### config.mk
export PLATFORM = sky130hd
export DESIGN_NAME = dtc_top
export DESIGN_NICKNAME = d
export VERILOG_FILES = /design/src/dtc_pkg.sv /design/src/dtc_top.sv
export SDC_FILE = /design/constraint.sdc
export NUM_CORES = 1
export LEC_CHECK = 0
export ABC_AREA = 1
export BUFFER_PORTS_ARGS = -buffer_cell sky130_fd_sc_hd__buf_2
export CAP_MARGIN = 0
export CORE_MARGIN = 2
export CORE_UTILIZATION = 60
export CTS_CLUSTER_DIAMETER = 150
export DETAILED_ROUTE_END_ITERATION = 7
export GPL_ROUTABILITY_DRIVEN = 0
export PLACE_DENSITY = 0.89
export SLEW_MARGIN = 20
export SYNTH_ARGS = -nofsm -noshare
export SYNTH_HDL_FRONTEND = slang
export SYNTH_SLANG_ARGS = --single-unit
### constraint.sdc
create_clock -name clock -period 5.3 [get_ports clock]
set_input_delay 0 -clock clock [delete_from_list [all_inputs] [get_ports clock]]
set_output_delay 0 -clock clock [all_outputs]
set_load 0.01 [all_outputs]
### src/dtc_pkg.sv
// Overview of operation
// [RULE1] timer mode: count ticks; on match pulse irq, clear, keep counting
// [RULE2] event mode: count falling pin edges, on match pulse irq and clear
// [RULE3] event input levels held two machine cycles each by the source
// [RULE4] divider mode: match toggles flop, clears counter, pulses irq
// [RULE5] divider output pin is the inverse of the toggle flop
// [RULE6] toggle flop loaded from control bit 7; reset clears it to zero
// [RULE7] compare value not double buffered; writes act immediately
// [RULE8] software keeps flop bit zero in timer and event modes
// [RULE9] stopped divider holds pin level; change flop bit only after stop
// [RULE10] run bit is bit 3, flop bit bit 7; clearing bit 7 drives pin high
// [RULE11] compare values 1..255 for 8-bit, 1..65535 for 16-bit modes
// [RULE12] warm-up, 16-bit modulation and pulse gen limits kept by software
// [RULE13] low speed modes limit timer sources to slow clock divided by 8; the code also passes the undivided slow clock on CK_FS
// [RULE14] 16-bit modes take clock select from the lower counter
// [RULE15] both counters cascade into one 16-bit counter
// [RULE16] slowest tick is fast/2048 or slow/8 by divider stage select
// [RULE17] software sets port output latch before using divider output
// [RULE18] mode field: 000 timer/event, 001 divider, 1xx 16-bit modes
// [RULE19] clearing run bit stops and clears; setting starts counting
// [RULE20] software changes mode, clock and flop bits only with start write
// [RULE21] event input sampled and falling edge found from two samples
// [RULE22] match irq is a one-cycle pulse in the tick the counter clears
package dtc_pkg;
    // register word offsets (byte addresses)
    localparam logic [3:0] OFF_CTRL_LO = 4'h0;
    localparam logic [3:0] OFF_CMP_LO  = 4'h4;
    localparam logic [3:0] OFF_CTRL_HI = 4'h8;
    localparam logic [3:0] OFF_CMP_HI  = 4'hc;
    // control register fields
    localparam int BIT_FLOP = 7;
    localparam int BIT_RUN  = 3;
    localparam int CK_LSB   = 4;
    localparam int MODE_LSB = 0;
    // reset values
    localparam logic [7:0] CTRL_RST = 8'h00;
    localparam logic [7:0] CMP_RST  = 8'hff;
    // clock select codes
    localparam logic [2:0] CK_SLOWEST = 3'h0;
    localparam logic [2:0] CK_FC_D7   = 3'h1;
    localparam logic [2:0] CK_FC_D5   = 3'h2;
    localparam logic [2:0] CK_FC_D3   = 3'h3;
    localparam logic [2:0] CK_FS      = 3'h4;
    localparam logic [2:0] CK_FC_D1   = 3'h5;
    localparam logic [2:0] CK_FC      = 3'h6;
    localparam logic [2:0] CK_PIN     = 3'h7;
    // divider stage lengths
    localparam int FC_SLOW_DIV = 2048;
    localparam int FS_SLOW_DIV = 8;
    localparam int PRE_W       = 11;
    // mode field codes
    typedef enum logic [2:0] {
        dtc_m_timer  = 3'h0,
        dtc_m_div    = 3'h1,
        dtc_m_pwm8   = 3'h2,
        dtc_m_rsv    = 3'h3,
        dtc_m_t16    = 3'h4,
        dtc_m_warm   = 3'h5,
        dtc_m_pwm16  = 3'h6,
        dtc_m_ppg    = 3'h7
    } dtc_mode_e;
    // decoded control byte
    typedef struct packed {
        logic      flop_initial_bit;
        logic [2:0] clk_sel;
        logic      run;
        dtc_mode_e mode;
    } dtc_ctrl_s;
endpackage : dtc_pkg

### src/dtc_top.sv
module dtc_top (
    // clock and reset
    input  wire logic        clock,
    input  wire logic        reset,
    // avalon-mm slave
    input  wire logic [3:0]  address,
    input  wire logic        read,
    input  wire logic        write,
    input  wire logic [31:0] writedata,
    input  wire logic [3:0]  byteenable,
    output logic [31:0]      readdata,
    output logic             waitrequest,
    // clock sources and power mode
    input  wire logic        fast_tick,
    input  wire logic        slow_tick,
    input  wire logic        divider_stage_select,
    input  wire logic        low_speed_mode,
    // event pins
    input  wire logic [1:0]  event_pin,
    // outputs
    output logic [1:0]       divider_out_pin,
    output logic [1:0]       match_irq
);
    ////////////////////////////////////////////////////////////////////////
    dtc_pkg::dtc_ctrl_s ctrl_ff [2];
    logic [7:0]  cmp_ff [2];
    logic [7:0]  cnt_ff [2];
    logic [1:0]  tff_ff;
    logic [1:0]  ev_s1_ff, ev_s2_ff, ev_s3_ff;
    logic [10:0] fc_pre_ff;
    logic [2:0]  fs_pre_ff;
    logic        ack_ff;
    logic        fc_d7, fc_d5, fc_d3, fc_d1, fs_d3;
    logic [1:0]  tick, hit, fall;
    logic [1:0]  ctrl_wr;
    logic        cascade;
    logic [15:0] cnt16, cmp16;

    // select a tick from the clock select code
    function automatic logic pick_tick(input logic [2:0] sel,
                                       input logic pin_fall);
        logic slowest;
        // carry pulse only: the prescaler holds all ones for a whole period
        slowest = divider_stage_select ? fs_d3
                                       : fast_tick && fc_pre_ff == '1; // [RULE16]
        if (low_speed_mode) begin
            // only slow sources and the event pin while fast clock is down
            unique case (sel) // [RULE13]
                dtc_pkg::CK_SLOWEST: pick_tick = fs_d3;
                dtc_pkg::CK_FS:      pick_tick = slow_tick;
                dtc_pkg::CK_PIN:     pick_tick = pin_fall;
                default:             pick_tick = 1'b0;
            endcase
        end else begin
            unique case (sel)
                dtc_pkg::CK_SLOWEST: pick_tick = slowest;
                dtc_pkg::CK_FC_D7:   pick_tick = fc_d7;
                dtc_pkg::CK_FC_D5:   pick_tick = fc_d5;
                dtc_pkg::CK_FC_D3:   pick_tick = fc_d3;
                dtc_pkg::CK_FS:      pick_tick = slow_tick;
                dtc_pkg::CK_FC_D1:   pick_tick = fc_d1;
                dtc_pkg::CK_FC:      pick_tick = fast_tick;
                default:             pick_tick = pin_fall;
            endcase
        end
    endfunction : pick_tick

    ////////////////////////////////////////////////////////////////////////
    // prescalers on fast and slow tick enables
    always_ff @(posedge clock) begin
        if (reset) begin
            fc_pre_ff <= '0;
            fs_pre_ff <= '0;
        end else begin
            if (fast_tick)
                fc_pre_ff <= fc_pre_ff + 11'h001;
            if (slow_tick)
                fs_pre_ff <= fs_pre_ff + 3'h1;
        end
    end

    // stage carry pulses
    always_comb begin
        fc_d7 = fast_tick && fc_pre_ff[6:0] == 7'h7f;
        fc_d5 = fast_tick && fc_pre_ff[4:0] == 5'h1f;
        fc_d3 = fast_tick && fc_pre_ff[2:0] == 3'h7;
        fc_d1 = fast_tick && fc_pre_ff[0];
        fs_d3 = slow_tick && fs_pre_ff == 3'h7;
    end

    ////////////////////////////////////////////////////////////////////////
    // event pin synchroniser and falling edge detect
    always_ff @(posedge clock) begin
        if (reset) begin
            ev_s1_ff <= 2'h3;
            ev_s2_ff <= 2'h3;
            ev_s3_ff <= 2'h3;
        end else begin
            ev_s1_ff <= event_pin;
            ev_s2_ff <= ev_s1_ff;
            ev_s3_ff <= ev_s2_ff;
        end
    end

    assign fall = ev_s3_ff & ~ev_s2_ff; // [RULE21]

    ////////////////////////////////////////////////////////////////////////
    // cascade and per-counter tick / match
    always_comb begin
        cascade = ctrl_ff[1].mode[2]; // [RULE15] [RULE18]
        cnt16   = {cnt_ff[1], cnt_ff[0]};
        cmp16   = {cmp_ff[1], cmp_ff[0]};
        // lower select drives both halves in 16-bit mode
        tick[0] = pick_tick(ctrl_ff[0].clk_sel, fall[0]); // [RULE14]
        tick[1] = cascade ? tick[0]
                          : pick_tick(ctrl_ff[1].clk_sel, fall[1]);
        if (cascade) begin
            hit[1] = ctrl_ff[1].run && tick[0] && cnt16 == cmp16;
            hit[0] = 1'b0;
        end else begin
            for (int i = 0; i < 2; i++)
                hit[i] = ctrl_ff[i].run && tick[i] && cnt_ff[i] == cmp_ff[i];
        end
    end

    ////////////////////////////////////////////////////////////////////////
    // counters
    always_ff @(posedge clock) begin
        if (reset) begin
            cnt_ff[0] <= '0;
            cnt_ff[1] <= '0;
        end else if (cascade) begin
            if (!ctrl_ff[1].run)
                {cnt_ff[1], cnt_ff[0]} <= '0; // [RULE19]
            else if (hit[1])
                {cnt_ff[1], cnt_ff[0]} <= '0;
            else if (tick[0])
                {cnt_ff[1], cnt_ff[0]} <= cnt16 + 16'h0001;
        end else begin
            for (int i = 0; i < 2; i++) begin
                if (!ctrl_ff[i].run)
                    cnt_ff[i] <= '0; // [RULE19]
                else if (hit[i])
                    cnt_ff[i] <= '0; // [RULE1] [RULE2] [RULE4]
                else if (tick[i])
                    cnt_ff[i] <= cnt_ff[i] + 8'h01; // [RULE1] [RULE2]
            end
        end
    end

    // one-cycle match interrupt
    always_ff @(posedge clock) begin
        if (reset)
            match_irq <= '0;
        else
            match_irq <= hit; // [RULE22]
    end

    ////////////////////////////////////////////////////////////////////////
    // accepted control writes, one per counter
    always_comb begin
        ctrl_wr[0] = write && ack_ff && byteenable[0]
                     && address == dtc_pkg::OFF_CTRL_LO;
        ctrl_wr[1] = write && ack_ff && byteenable[0]
                     && address == dtc_pkg::OFF_CTRL_HI;
    end

    // toggle flop and divider pin
    // flop loads only from writes made while stopped (start write too),
    // so the write that stops a running counter leaves the pin level alone
    always_ff @(posedge clock) begin
        if (reset) begin
            tff_ff <= '0; // [RULE6]
        end else begin
            for (int i = 0; i < 2; i++) begin
                if (ctrl_wr[i] && !ctrl_ff[i].run)
                    tff_ff[i] <= writedata[dtc_pkg::BIT_FLOP]; // [RULE6] [RULE9]
                else if (hit[i] && ctrl_ff[i].mode == dtc_pkg::dtc_m_div)
                    tff_ff[i] <= ~tff_ff[i]; // [RULE4]
            end
        end
    end

    always_ff @(posedge clock) begin
        if (reset)
            divider_out_pin <= 2'h3;
        else
            divider_out_pin <= ~tff_ff; // [RULE5] [RULE10]
    end

    ////////////////////////////////////////////////////////////////////////
    // avalon slave: one wait cycle, then ack
    always_ff @(posedge clock) begin
        if (reset)
            ack_ff <= 1'b0;
        else
            ack_ff <= (read || write) && !ack_ff;
    end

    assign waitrequest = !ack_ff;

    // register writes, compare takes effect at once
    always_ff @(posedge clock) begin
        if (reset) begin
            ctrl_ff[0] <= dtc_pkg::CTRL_RST;
            ctrl_ff[1] <= dtc_pkg::CTRL_RST;
            cmp_ff[0]  <= dtc_pkg::CMP_RST;
            cmp_ff[1]  <= dtc_pkg::CMP_RST;
        end else if (write && ack_ff && byteenable[0]) begin
            unique case (address)
                dtc_pkg::OFF_CTRL_LO: ctrl_ff[0] <= writedata[7:0]; // [RULE10]
                dtc_pkg::OFF_CTRL_HI: ctrl_ff[1] <= writedata[7:0];
                dtc_pkg::OFF_CMP_LO:  cmp_ff[0]  <= writedata[7:0]; // [RULE7]
                dtc_pkg::OFF_CMP_HI:  cmp_ff[1]  <= writedata[7:0];
                default: ;
            endcase
        end
    end

    // read data registered at the ack edge
    always_ff @(posedge clock) begin
        if (reset)
            readdata <= '0;
        else if (read && !ack_ff) begin
            unique case (address)
                dtc_pkg::OFF_CTRL_LO: readdata <= {24'h0, ctrl_ff[0]};
                dtc_pkg::OFF_CTRL_HI: readdata <= {24'h0, ctrl_ff[1]};
                dtc_pkg::OFF_CMP_LO:  readdata <= {24'h0, cmp_ff[0]};
                dtc_pkg::OFF_CMP_HI:  readdata <= {24'h0, cmp_ff[1]};
                default:              readdata <= '0;
            endcase
        end
    end
endmodule : dtc_top

# == Yosys cells after proc, flatten, opt, wreduce, memory -nomap -nowiden ==
# Memories as Yosys holds them, arrays and structs flattened.
# Cells that the tools add are included.
# word_totals
out_inout_bits,37
inputBits,50
wordCells,138
mem_bits_rw,32
mem_count,2
latchBits,0
ff_bits,75
rom_bits,0
# memory_table
name,words,width,rd,rd_clocked_by_memory_dff,write_ports,line,text
cmp_ff,2,8,2,0,2,dtc_top.sv:26,logic [7:0] cmp_ff [2];
ctrl_ff,2,8,2,0,2,dtc_top.sv:25,dtc_pkg::dtc_ctrl_s ctrl_ff [2];
# op_classes
mux,46
magnitude_cmp,0
shift,0
mul,0
eq_ne,30
add_sub_neg,5
bitwise,9
n_reduce_logical,33
n_div,0
# ops
op,count
2-to-1 mux 8 bit,10
2-to-1 mux 16 bit,4
case mux 8 bit (4 select lines),1
"== test 3 bit, second input constant",10
2-to-1 mux 1 bit,26
logical AND 1 bit,22
"adder 16 x 1 -> 16 bit, second input constant",1
"adder 8 x 1 -> 8 bit, second input constant",2
== test 16 bit,1
== test 8 bit,2
case mux 1 bit (7 select lines),2
"== test 3 x 1 -> 1 bit, second input constant",4
"== test 3 x 2 -> 1 bit, second input constant",4
"inequality test 4 bit, second input constant",3
"adder 11 x 1 -> 11 bit, second input constant",1
"== test 11 bit, second input constant",1
"== test 4 bit, second input constant",2
"== test 7 bit, second input constant",1
logical NOT 3 bit,2
case mux 1 bit (3 select lines),2
"== test 5 bit, second input constant",1
"== test 4 x 3 -> 1 bit, second input constant",1
logical NOT 4 bit,1
inverter 2 bit,2
other kinds (9),17

# == Longest topological paths before layout ==
# depth
ltp_word,12
ltp_mapped,14
mapped_depth_nobuf,14

# == Worst setup path after synthesis ==
# OpenSTA, ideal clock, no wires.
# synth_path
path_type,register -> register
startpoint,register fc_pre_ff[0]
endpoint,register cnt_ff (netlist bit cnt16[5])
required_ns,5.181
path_stages_with_launch,14
synth_period_minus_slack_ns,1.828
arrival_ns,1.709
setup_ns,0.119
path_slack_ns,3.472
path_buffers,1
cell_sequence,dfxtp_1 ha_1 nand3_1 inv_1 ha_1 nand3_1 nand2_1 nor2_2 nand3_2 nand2_4 o21ai_4 buf_6 o21ai_0 a21oi_1
# synth_via
elab_chain_len,12
elab_cells_between_ends,30
cone_classes,eq/ne: 6; mux: 12; reduce/logical: 12
# synth_lines
item,line,text
start: declaration,dtc_top.sv:30,logic [10:0] fc_pre_ff;
start signal: assignment,dtc_top.sv:76,fc_pre_ff <= fc_pre_ff + 11'h001;
== test 11 bit,dtc_top.sv:45,: fast_tick && fc_pre_ff == '1;
logical AND 1 bit,dtc_top.sv:45,
2-to-1 mux 1 bit,dtc_top.sv:44,slowest = divider_stage_select ? fs_d3
case mux 1 bit (7 select lines),dtc_top.sv:55,unique case (sel)
2-to-1 mux 1 bit,dtc_top.sv:46,if (low_speed_mode) begin
2-to-1 mux 1 bit,dtc_top.sv:115,tick[1] = cascade ? tick[0]
logical AND 1 bit (2 in series),dtc_top.sv:122,hit[i] = ctrl_ff[i].run && tick[i] && cnt_ff[i] == cmp_ff[i];
2-to-1 mux 2 bit,dtc_top.sv:117,if (cascade) begin
2-to-1 mux 16 bit,dtc_top.sv:135,else if (hit[1])
2-to-1 mux 16 bit,dtc_top.sv:133,if (!ctrl_ff[1].run)
2-to-1 mux 16 bit,dtc_top.sv:132,end else if (cascade) begin
end signal: indexed assignment,dtc_top.sv:146,cnt_ff[i] <= cnt_ff[i] + 8'h01;
end: declaration,dtc_top.sv:27,logic [7:0] cnt_ff [2];
# Several ways; a longest one is shown, not always the timed one.
# A chain may end at the register's enable or synchronous reset.

# == Final worst setup path ==
# layout_path
startpoint,register fc_pre_ff[0]
endpoint,register cnt_ff (netlist bit cnt16[3])
# The elaborated chain is that of the path after synthesis.

==> reports/summary.txt <==
status -> finished, final reports clean
setup bufs post-CTS -> 0
PwrDens -> 250 nW/um^2
Buf/Inv on CP -> 1
Critical Path, Cell by Cell -> ha_1 > nand3_1 > inv_1 > ha_1 > nand2_1 > nor2_1 > nor2_1 > nand4_1 > nand3_1 > nand3_1 > nand2_2 > nand2_1 > a21oi_1
crit-path max FO -> 8
hpwl dp -> 7.72 mm
largest net degree at the start of global routing -> 31
sequential-to-total area share from yosys stat -> 0.432
total wire length -> 11.0 mm
ant diodes -> 0
Main synth FF type -> dfxtp_1
Die Height -> 91.4 um
worst rel slew slack -> 0.459
Required @ worst endpoint -> 5.58 ns
fin crit period -> 2.15 ns
Wirelength per Cell -> 14.8 um
first-pass GRT wire length -> 17.9 mm
Max Clock Freq -> 465 MHz
vias in the first global route -> 3975
total power -> 1260 uW
crit path launch -> fc_pre_ff[0]
Worst Hold Class -> in2reg
number of synthesized flops with an enable pin -> 32
die width -> 91.4 um
layout cells sized above 1 -> 0.145
CP Launch Type -> register
Final Hold Viols -> 0
Pre-antenna DRT Iters -> 5
register area -> 1980 sq um
DR iter-0 viols -> 431
effective utilization at floorplan -> 0.625
CP Capture Type -> register
Setup Skew -> 0.0118 ns
Syn Area/Cell -> 7.68 sq um
sum of negative setup slack -> 0 ns
final hold slack -> 0.0430 ns
clock-pin slew on the worst setup and hold paths -> 0.09 ns
antenna viol nets, final -> 0
Worst Reg-to-Reg Cells -> 13
reg-to-reg endpoint -> cnt16[3]
flops & latches, synth -> 83
# DRC -> 0
pins over their slew limit -> 0
total grt overflow -> 0
CTS buffer count -> 9
R2R setup slack -> 3.15 ns
H-tree depth -> 3
Tot GR Track Use -> 0.272
Async S/R FF share, synth -> 0
core area -> 7330 sq um
routed vias/inst -> 5.57
DIE AREA -> 8360 sq um
# clock sinks -> 83
post-synthesis cell count -> 597
clock root cell -> clkbuf_8
RSZ-0062 raised after global routing -> no
Ports -> 87
CP Capture Point -> cnt16[3]
CP most frequent cell -> nand3_1
IO buf count -> 35
max-cap violations -> 0
row cnt -> 31
area occupied by multi-input gates -> 2180 sq um
CP Depth -> 13
Worst-Margin Slew -> 0.806 ns
Clock Latency Late Sink -> 0.37 ns
Cell Area, Synth -> 4580 sq um
via count -> 4161
P_leak -> 0.00204 uW
initial antenna violation count -> 0
CTS tree -> yes
# fillers -> 531
Clock Path Buffers -> 2
Max stage delay on crit path -> 0.35 ns
post-cts sizing count -> 0
YS warnings -> 0
final setup fails -> 0
period utilisation layout -> 0.406
IR drop worst, VDD -> 0.232 mV
slowest stage cell, crit path -> dfxtp_1
Critical Path AT -> 2.43 ns
hold_buf cts -> 13
CP delay by family, top -> simple AND/OR/NAND/NOR gates
P&R area growth vs syn -> 10.1%
Crit Path Category -> reg2reg
Netlist cell types -> 46
Worst R2R Start -> fc_pre_ff[0]
NumNets Final -> 700
metrics by stage:
step                      utilization  area, sq um  instances  worst slack (ns)
final                           0.689         5050        747              3.15
after global routing            0.689         5050        747              2.99
after CTS                       0.689         5050        747              3.17
after detailed placement        0.644         4720        718              3.17
after global placement          0.644         4720        718              3.23
after floorplan                     -         4670        620              3.47
power by group:
group          total (uW)  internal (uW)  switching (uW)
clock network         451            203             248
logic                 116           39.0            76.7
registers             695            678            17.7
total                1260            920             343
cell families after synthesis:
logic type      synth area share
xor+xnor                  0.0382
flops                      0.432
compound gates             0.116
buf+inv                    0.110
other cells             0.000818
mux                      0.00218
simple gates               0.282
fa+ha+maj                 0.0191
final cells by class:
type	instances	area share
clock buffer	11	0.0302
clock inverter	5	0.00818
inverter	67	0.0513
multi-input combinational	434	0.433
sequential	83	0.393
tap	99	0.0245
timing repair buffer	48	0.0605
sequential cells by signal, summed over array words and instances (netlist names):
name and flops:
ack_ff 1, ev_s2_ff 2, cnt16 16, cmp_ff 16, fc_pre_ff 11, ev_s1_ff 2
match_irq 2, ctrl_ff 16, tff_ff 2, ev_s3_ff 2, readdata 8, divider_out_pin 2
fs_pre_ff 3
routing by layer:
metal	track usage	part of all wire	vias up
met2	0.452	0.49	231
met5	0	0	-
met1	0.318	0.39	1881
met3	0.0448	0.068	56
met4	0.189	0.052	0
li1	-	-	1993
placed cells by master (no fill, tap or decap), types with 24 or more instances in the layout:
cell,count
conb_1,24
buf_2,35
o21ai_0,31
inv_1,59
a21oi_1,40
edfxtp_1,32
nand2_1,136
dfxtp_1,51
nand3_1,37
nor2_1,67
how the worst min path moves through the flow:
stage	start	to	slack (ns)	cells after the start
finish	fast_tick	fc_pre_ff[10]	0.04	3
global route	fast_tick	fc_pre_ff[10]	0.08	3
CTS	fast_tick	fc_pre_ff[10]	0.03	3
detailed placement	event_pin[0]	ev_s1_ff[0]	0.19	2
global placement	event_pin[0]	ev_s1_ff[0]	0.18	2
floorplan	event_pin[0]	ev_s1_ff[0]	0.10	1
cells in the mapped netlist (2+ instances only):
| cell type | number | area share |
|---|---|---|
| nand3_2 | 5 | 0.011 |
| nand4_1 | 6 | 0.0082 |
| nand3_1 | 37 | 0.040 |
| clkbuf_1 | 4 | 0.0033 |
| nand2_4 | 2 | 0.0049 |
| nand2_2 | 8 | 0.011 |
| or2_2 | 6 | 0.0082 |
| nand2_1 | 136 | 0.11 |
| nor2_2 | 5 | 0.0068 |
| edfxtp_1 | 32 | 0.21 |
| buf_4 | 26 | 0.043 |
| nor2_1 | 67 | 0.055 |
| inv_1 | 59 | 0.048 |
| o2111ai_1 | 2 | 0.0038 |
| buf_2 | 3 | 0.0033 |
| a21oi_2 | 5 | 0.0096 |
| o21ai_0 | 33 | 0.036 |
| nor3_1 | 7 | 0.0076 |
| xor2_1 | 10 | 0.019 |
| o21ai_1 | 4 | 0.0044 |
| dfxtp_1 | 51 | 0.22 |
| inv_2 | 5 | 0.0041 |
| nor3_2 | 2 | 0.0044 |
| a31oi_1 | 4 | 0.0055 |
| o22ai_1 | 3 | 0.0041 |
| a21oi_1 | 40 | 0.044 |
| ha_1 | 7 | 0.019 |
| xnor2_1 | 10 | 0.019 |
tightest hold or removal path: stages:
cell,delay [ns]
buf_2,0.17
nand3_1,0.12
a21oi_1,0.07
No activity file was read; power rests on OpenSTA's default activity.
